$ cat src/nsx_regs.vh
// Purpose: Constants for the nibble swap / xor / direction load datapath
// Assumes: 8-bit data, 5-bit file address, 100 MHz core clock
// Notes: Included by both design files
// Functional notes
// - Nibble exchange puts file bits 3..0 into result bits 7..4 and 7..4 into 3..0, flags untouched.
// - Nibble exchange writes the working register when the destination bit is 0, the file register when 1.
// - Direction load copies the working register into the direction register named by the operand (6 or 7 valid), no flags.
// - File xor combines working register and file register 0 to 31, changing only the zero flag.
// - File xor stores into the working register when the destination bit is 0, the file register when 1.
// - Immediate xor combines working register with an 8-bit literal, writes the working register, zero flag only.
`ifndef NSX_REGS_VH
`define NSX_REGS_VH
`define NSX_OP_NONE 3'h0
`define NSX_OP_SWAP 3'h1
`define NSX_OP_DIRLD 3'h2
`define NSX_OP_XORF 3'h3
`define NSX_OP_XORK 3'h4
`define NSX_DEST_W 1'h0
`define NSX_DEST_F 1'h1
`define NSX_DIR_A 3'h6
`define NSX_DIR_B 3'h7
`define NSX_W_RST 8'h00
`define NSX_DIR_RST 8'hff
`endif

$ cat src/nsx_alu.v
// Purpose: Combinational result and zero flag for the four operations
// Assumes: Operation code from the package header
// Notes: Pure logic, no state
`timescale 1ns/1ns
`include "nsx_regs.vh"
module nsx_alu (
   input wire [2:0] op,
   input wire [7:0] w_val,
   input wire [7:0] f_val,
   input wire [7:0] lit,
   output reg [7:0] result,
   output wire zero
);
   always @* begin
      case (op)
         `NSX_OP_SWAP: result = {f_val[3:0], f_val[7:4]};
         `NSX_OP_XORF: result = w_val ^ f_val;
         `NSX_OP_XORK: result = w_val ^ lit;
         default: result = w_val;
      endcase
   end
   assign zero = (result == 8'h00);
endmodule

$ cat src/nsx_exec.v
// Purpose: Execute stage for nibble exchange, xor and direction load
// Assumes: Decoder gives one-cycle exec_valid with operands; file data already read
// Notes: File write-back leaves as a one-cycle request with address and data
`timescale 1ns/1ns
`include "nsx_regs.vh"
module nsx_exec (
   input wire clk,
   input wire rst,
   input wire exec_valid,
   input wire [2:0] exec_op,
   input wire [4:0] file_addr,
   input wire dest_sel,
   input wire [7:0] file_rdata,
   input wire [7:0] literal,
   input wire zero_in,
   output reg [7:0] w_r,
   output reg zero_r,
   output reg zero_we_r,
   output reg file_we_r,
   output reg [4:0] file_waddr_r,
   output reg [7:0] file_wdata_r,
   output reg [7:0] dir_a_r,
   output reg [7:0] dir_b_r,
   output reg bad_dir_r
);
   // ==========================================
   // Decode helpers
   function op_hit;
      input valid;
      input [2:0] code;
      input [2:0] want;
      begin
         op_hit = valid && (code == want);
      end
   endfunction

   // Upper operand bits must be clear
   function dir_hit;
      input [4:0] addr;
      input [2:0] want;
      begin
         dir_hit = (addr[4:3] == 2'h0) && (addr[2:0] == want);
      end
   endfunction

   // ==========================================
   // Result path
   wire [7:0] result;
   wire zero;

   nsx_alu u_alu (
      .op(exec_op),
      .w_val(w_r),
      .f_val(file_rdata),
      .lit(literal),
      .result(result),
      .zero(zero)
   );

   // ==========================================
   // Operation decode
   wire is_swap;
   wire is_xorf;
   wire is_xork;
   wire is_dir;
   wire is_xor;
   wire keep_zero;
   wire dest_file;
   wire to_file;
   wire to_w;
   wire dir_a_sel;
   wire dir_b_sel;
   wire dir_bad;

   assign is_swap = op_hit(exec_valid, exec_op, `NSX_OP_SWAP);
   assign is_xorf = op_hit(exec_valid, exec_op, `NSX_OP_XORF);
   assign is_xork = op_hit(exec_valid, exec_op, `NSX_OP_XORK);
   assign is_dir = op_hit(exec_valid, exec_op, `NSX_OP_DIRLD);
   assign is_xor = is_xorf || is_xork;
   // Swap and direction load leave the flag alone
   assign keep_zero = is_swap || is_dir;
   assign dest_file = (dest_sel == `NSX_DEST_F);
   assign to_file = (is_swap || is_xorf) && dest_file;
   assign to_w = ((is_swap || is_xorf) && !dest_file) || is_xork;
   assign dir_a_sel = is_dir && dir_hit(file_addr, `NSX_DIR_A);
   assign dir_b_sel = is_dir && dir_hit(file_addr, `NSX_DIR_B);
   assign dir_bad = is_dir && !dir_a_sel && !dir_b_sel;

   // ==========================================
   // Next-state values
   reg [7:0] w_nxt;
   reg zero_nxt;
   reg zero_we_nxt;
   reg file_we_nxt;
   reg [4:0] file_waddr_nxt;
   reg [7:0] file_wdata_nxt;
   reg [7:0] dir_a_nxt;
   reg [7:0] dir_b_nxt;
   reg bad_dir_nxt;

   // Working register
   always @* begin
      w_nxt = w_r;
      if (to_w) begin
         w_nxt = result;
      end
   end

   // Zero flag from xor forms; other cycles follow zero_in, except swap and direction load
   always @* begin
      zero_nxt = zero_r;
      zero_we_nxt = 1'b0;
      if (is_xor) begin
         zero_nxt = zero;
         zero_we_nxt = 1'b1;
      end else if (!keep_zero) begin
         zero_nxt = zero_in;
      end
   end

   // File write-back request
   always @* begin
      file_we_nxt = to_file;
      file_waddr_nxt = file_waddr_r;
      file_wdata_nxt = file_wdata_r;
      if (to_file) begin
         file_waddr_nxt = file_addr;
         file_wdata_nxt = result;
      end
   end

   // Direction registers
   always @* begin
      dir_a_nxt = dir_a_r;
      dir_b_nxt = dir_b_r;
      bad_dir_nxt = dir_bad;
      if (dir_a_sel) begin
         dir_a_nxt = w_r;
      end
      if (dir_b_sel) begin
         dir_b_nxt = w_r;
      end
   end

   // ==========================================
   // Registers
   always @(posedge clk or posedge rst) begin
      if (rst) begin
         w_r <= `NSX_W_RST;
      end else begin
         w_r <= w_nxt;
      end
   end

   always @(posedge clk or posedge rst) begin
      if (rst) begin
         zero_r <= 1'b0;
      end else begin
         zero_r <= zero_nxt;
      end
   end

   always @(posedge clk or posedge rst) begin
      if (rst) begin
         zero_we_r <= 1'b0;
      end else begin
         zero_we_r <= zero_we_nxt;
      end
   end

   always @(posedge clk or posedge rst) begin
      if (rst) begin
         file_we_r <= 1'b0;
      end else begin
         file_we_r <= file_we_nxt;
      end
   end

   always @(posedge clk or posedge rst) begin
      if (rst) begin
         file_waddr_r <= 5'h00;
      end else begin
         file_waddr_r <= file_waddr_nxt;
      end
   end

   always @(posedge clk or posedge rst) begin
      if (rst) begin
         file_wdata_r <= 8'h00;
      end else begin
         file_wdata_r <= file_wdata_nxt;
      end
   end

   always @(posedge clk or posedge rst) begin
      if (rst) begin
         dir_a_r <= `NSX_DIR_RST;
      end else begin
         dir_a_r <= dir_a_nxt;
      end
   end

   always @(posedge clk or posedge rst) begin
      if (rst) begin
         dir_b_r <= `NSX_DIR_RST;
      end else begin
         dir_b_r <= dir_b_nxt;
      end
   end

   always @(posedge clk or posedge rst) begin
      if (rst) begin
         bad_dir_r <= 1'b0;
      end else begin
         bad_dir_r <= bad_dir_nxt;
      end
   end
endmodule

$ cat config.mk
export PLATFORM = sky130hd
export DESIGN_NAME = nsx_exec
export DESIGN_NICKNAME = d
export VERILOG_FILES = /design/src/nsx_alu.v /design/src/nsx_exec.v
export VERILOG_INCLUDE_DIRS = /design/src
export SDC_FILE = /design/constraint.sdc
export NUM_CORES = 1
export LEC_CHECK = 0
export BUFFER_PORTS_ARGS = -buffer_cell sky130_fd_sc_hd__buf_2
export CAP_MARGIN = 20
export CORE_ASPECT_RATIO = 2
export CORE_MARGIN = 4
export CORE_UTILIZATION = 50
export DETAILED_ROUTE_END_ITERATION = 8
export PLACE_DENSITY_LB_ADDON = 0.08
export SYNTH_ARGS = -nofsm -noshare
export SYNTH_HDL_FRONTEND = slang
export SYNTH_SLANG_ARGS = --single-unit
$ cat constraint.sdc
create_clock -name clk -period 1.6 [get_ports clk]
set_input_delay 0.24 -clock clk [delete_from_list [all_inputs] [get_ports clk]]
set_output_delay 0.24 -clock clk [all_outputs]
set_load 0.05 [all_outputs]
## Word level (Yosys, flattened, before mapping)

Index checks and enable logic that the tools add are counted.

- Flip-flop bits (word level): 41
- Input bits: 29

- Equal/unequal tests: 7
- Mux-type cells: 4
- Bitwise logic cells: 2
- Reductions and logical operators: 21

Operators with widths:

| cell | count |
|---|---|
| case mux 8 bit (3 select lines) | 1 |
| XOR 8 bit | 2 |
| logical AND 1 bit | 12 |
| equality test 3 bit, second input constant | 3 |
| logical NOT 8 bit | 1 |
| equality test 3 x 2 -> 1 bit, second input constant | 2 |
| logical OR 1 bit | 4 |
| equality test 3 x 1 -> 1 bit, second input constant | 1 |
| logical NOT 1 bit | 3 |
| two-way mux 1 bit | 3 |
| logical NOT 2 bit | 1 |
| inequality test 2 bit, second input constant | 1 |

## Logic depth before layout (Yosys ltp)

- Word-level depth: 6
- Gate-level depth with buffers: 8
- Mapped depth without buffers: 5

## Cells and area by module

From an unflattened synthesis, not the netlist that was laid out.

- Cells, all modules: 192
- Area total of the unflattened synthesis: 2,313.5 um2

By module, submodules not included:

| module | times used | cells each | area each (um2) | seq. area each (um2) |
|---|---|---|---|---|
| nsx_exec | 1 | 102 | 1,687.9 | 1,046.0 |
| nsx_alu | 1 | 90 | 625.6 | 0.0 |

## Worst setup path after synthesis

No wires, ideal clock.

- Path type: register -> register
- Start point: register w_r[0]
- End point: register zero_r
- Setup time: 0.095 ns
- Arrival: 1.662 ns
- Slack: -0.157 ns
- Stages on the path, launching flop included: 5
- Path buffers: 0
- Clock period less this slack: 1.757 ns
- Path through: dfrtp_1 > a221o_1 > a222oi_1 > nand4_1 > o31ai_1

- Longest elaborated chain between the ends: 4
- Elaborated cells on any way between the ends: 5

Ends and longest elaborated chain:

| what | line | RTL |
|---|---|---|
| start: declaration | nsx_exec.v:16 | `output reg [7:0] w_r,` |
| start signal: assignment | nsx_exec.v:149 | `` w_r <= `NSX_W_RST; `` |
| start signal: assignment | nsx_exec.v:151 | `w_r <= w_nxt;` |
| XOR 8 bit, on equally long branches | nsx_alu.v:18, nsx_alu.v:17 |  |
| case mux 8 bit (3 select lines) (*) | nsx_alu.v:15 | `case (op)` |
| logical NOT 8 bit (*) | nsx_alu.v:22 | `assign zero = (result == 8'h00);` |
| two-way mux 1 bit (*) | nsx_exec.v:113 | `if (is_xor) begin` |
| end signal: assignment | nsx_exec.v:159 | `zero_r <= zero_nxt;` |
| end: declaration | nsx_exec.v:17 | `output reg zero_r,` |

Mark *: on every way between the ends. The rest lies on a longest branch, timed or not.
A chain may end at the register's enable or synchronous reset.

## Final worst setup path

- Start point: register w_r[3]
- End point: register zero_r

Same word-level chain as after synthesis.

==> results.py <==
metrics = {
    "global_routing": {
        "grt.total_usage": 0.241,
        "grt_antenna_before_repair": 0,
        "overflow": 0,
        "grt_max_degree": 42,
        "first_global_vias": 1995,
        "grt_pass1_wl_um": 9420,
    },
    "setup_path": {
        "critical_path_class": "flip-flop to flip-flop",
        "cp.arrival_ns": 1.90,
        "worstPathMaxFanout": 6,
        "end_kind": "flip-flop",
        "worstPathRequired_ns": 1.81,
        "start_kind": "flip-flop",
    },
    "sta": {
        "fin_ws_ns": -0.0825,
        "rsz0062_at_grt": "yes",
        "max_freq_mhz": 594,
        "final-hold-violation-count": 0,
        "finalClockSkew_ns": 0.0149,
        "setup_viol": 1,
        "finalCritPeriodShare": 1.05,
        "tightest_slew_ns": 0.580,
        "period_needed_ns": 1.68,
        "final-max-slew-violation-count": 0,
        "max-slew-margin-rel": 0.612,
    },
    "synthesis": {
        "synth_area_per_cell_um2": 11.5,
        "yosys_warnings": 0,
        "synth-edff-count": 0,
        "yosys.cell_types.count": 36,
        "ys_seq_elements": 41,
        "synth_cells": 178,
        "synth_ff_type": "dfrtp_1",
        "synthArstFlopShare": 1.00,
        "syn_area_um2": 2050,
        "seq_area_frac_synth": 0.511,
        "syn-num-nets": 207,
    },
    "pwr": {
        "irDropWorstVdd_uv": 1070,
        "power_frac_seq": 0.339,
        "internal_power_mw": 2.40,
        "sw_frac_of_total": 0.446,
        "p_leak_nw": 1.39,
        "fin_total_pwr_mw": 4.33,
        "comb_power_share": 0.480,
        "power_switching_mw": 1.93,
        "p_clk_frac": 0.182,
        "powerDensity_nw_per_um2": 1570,
    },
    "hold_path": {
        "hold_class": "primary input to async pin",
    },
    "final_layout": {
        "drive_gt1_frac": 0.578,
        "final_area_um2": 2760,
        "nFillCells": 336,
        "final_util": 0.704,
        "multi_input_area_um2": 911,
        "syn2layout_area_growth_pct": 35.1,
        "antenna_cells": 0,
        "ff_latch_area_um2": 1050,
        "nNetsFinal": 303,
    },
    "detailed_routing": {
        "wire_per_inst_um": 18.2,
        "final_antenna_net_count": 0,
        "firstDrtPassIters": 5,
        "drcViolationCount": 0,
        "finalWirelength_um": 5940,
        "vias_per_cell": 5.99,
        "drt-initial-drc-count": 141,
        "vias": 1952,
    },
    "clock_tree": {
        "clk_pin_slew_ns": 0.09,
        "worstSkewPairLatency_ns": 0.30,
        "clock_path_buffers": 2,
        "cts.sinks": 41,
        "h-tree-depth": 2,
        "root_buffer": "clkbuf_8",
        "cts_tree": "done",
        "cts_buffers": 5,
    },
    "placed_design": {
        "hpwlAfterDp_um": 4390,
        "port_buffers": 69,
        "gp_congestion": 0.964,
        "post_dp_cell_area_um2": 2620,
    },
    "die": {
        "die_h_um": 98.5,
        "core_um2": 3920,
        "die_area_um2": 5240,
        "start_util": 0.521,
        "ios": 70,
        "num_rows": 32,
        "dieWidth_um": 53.2,
    },
    "outcome": {
        "status": "finished, violations left",
        "violations": "setup timing",
    },
    "flow_run": {
        "maxCapViolCount": 0,
    },
}
[what timing repair did]
| item | CTS | global route |
|---|---|---|
| gates resized for setup | 1 | 9 |
| setup buffers | 1 | 4 |
| endpoints found under the setup margin | 11 | 13 |
| endpoints found under the hold margin | 0 | 0 |
| hold buffers | 0 | 0 |
| pin swaps | 1 | 2 |
[Yosys cell counts, types with 2 or more instances]
library cell | instances | area share
inv_1 | 4 | 0.0073
o21ai_0 | 19 | 0.046
a221o_2 | 4 | 0.022
a22o_1 | 5 | 0.021
nand2_1 | 24 | 0.044
mux2_2 | 20 | 0.11
xor2_1 | 2 | 0.0086
buf_6 | 5 | 0.028
nor2_1 | 3 | 0.0055
a21oi_1 | 2 | 0.0049
nand3_1 | 4 | 0.0098
a22o_2 | 2 | 0.0098
dfrtp_1 | 25 | 0.31
nor2b_1 | 3 | 0.0092
o221ai_1 | 7 | 0.030
a222oi_1 | 8 | 0.039
dfstp_2 | 16 | 0.21
clkbuf_1 | 5 | 0.0092
a221o_1 | 3 | 0.015
[power groups by stage]
stage	Clock (mW)	Combinational, mW	Sequential [mW]
finish	0.788	2.08	1.47
CTS	0.808	2.02	1.46
global placement	0	1.95	1.47
floorplan	0	0.518	2.26
global route	0.857	2.21	1.50
detailed placement	0	1.99	1.48
[cells by family (layout without fill, tap and decap cells)]
logic type / count (synthesis) / in the layout / share of synthesized area
compound gates: 55 / 55 / 0.206
simple gates: 44 / 44 / 0.108
flops: 41 / 41 / 0.511
mux: 21 / 21 / 0.115
buf+inv: 15 / 112 / 0.0508
xor+xnor: 2 / 2 / 0.00856
[path summary, 6_finish.rpt]
path | start | endpoint | slack, ns | depth (start not counted)
worst min-delay path | rst | file_wdata_r[4] | 0.07 | 3
worst max register to register | w_r[3] | zero_r | -0.08 | 4
worst max-delay path | w_r[3] | zero_r | -0.08 | 4
min in group clk | file_addr[0] | file_waddr_r[0] | 0.18 | 3
max in group asynchronous | rst | dir_a_r[5] | 1.16 | 3
worst min register to register | file_wdata_r[6] | file_wdata_r[6] | 0.48 | 2
[layout make-up]
type                            count  area share
Tap cell                           51      0.0231
Clock buffer                        6      0.0340
Timing Repair Buffer              100       0.223
Sequential cell                    41       0.379
Clock inverter                      2     0.00589
Inverter                            4     0.00543
Multi-Input combinational cell    122       0.330
[critical path, cell delays in order (launching register included)]
cell      delay, ns
dfrtp_2        0.46
a221o_2        0.30
a222oi_1       0.43
nand4_1        0.18
o31ai_1        0.23
[metal layers]
metal / wire [um] / global-route usage
met1: 2150 / 0.285
met3: 457 / 0.0393
met2: 3060 / 0.395
met5: 0 / 0
met4: 271 / 0.138
[registers in the layout (all words and copies together) (netlist names)]
register	flops
bad_dir_r	1
dir_a_r	8
dir_b_r	8
file_waddr_r	5
file_wdata_r	8
file_we_r	1
w_r	8
zero_r	1
zero_we_r	1
[cells in the final DEF (no fill, tap or decap), types with 2 or more instances in the layout]
cell	synthesis	layout
o21ai_0	19	13
nor2b_1	3	3
dfstp_2	16	16
clkbuf_8	1	5
nand2_1	24	24
nor2_1	3	3
nand3_1	4	4
xor2_1	2	2
inv_1	4	4
dfrtp_1	25	23
o21ai_1	1	6
mux2_2	20	20
buf_2	0	69
a221o_2	4	4
a222oi_1	8	8
a22o_1	5	5
o221ai_1	7	7
buf_12	0	3
buf_4	0	28
dfrtp_2	0	2
a221o_1	3	3
a22o_2	2	2
[through the flow]
step	hold slack, ns	TNS (ns)	setup WS [ns]	cells
after floorplan	0.345	-0.113	-0.113	178
after global placement	0.367	-3.43	-0.261	315
after detailed placement	0.415	-5.38	-0.369	315
after CTS	0.0885	-0.0572	-0.0572	324
after global routing	0.105	-0.269	-0.151	326
final	0.0671	-0.0825	-0.0825	326
Power figures use the tool's default switching activity.
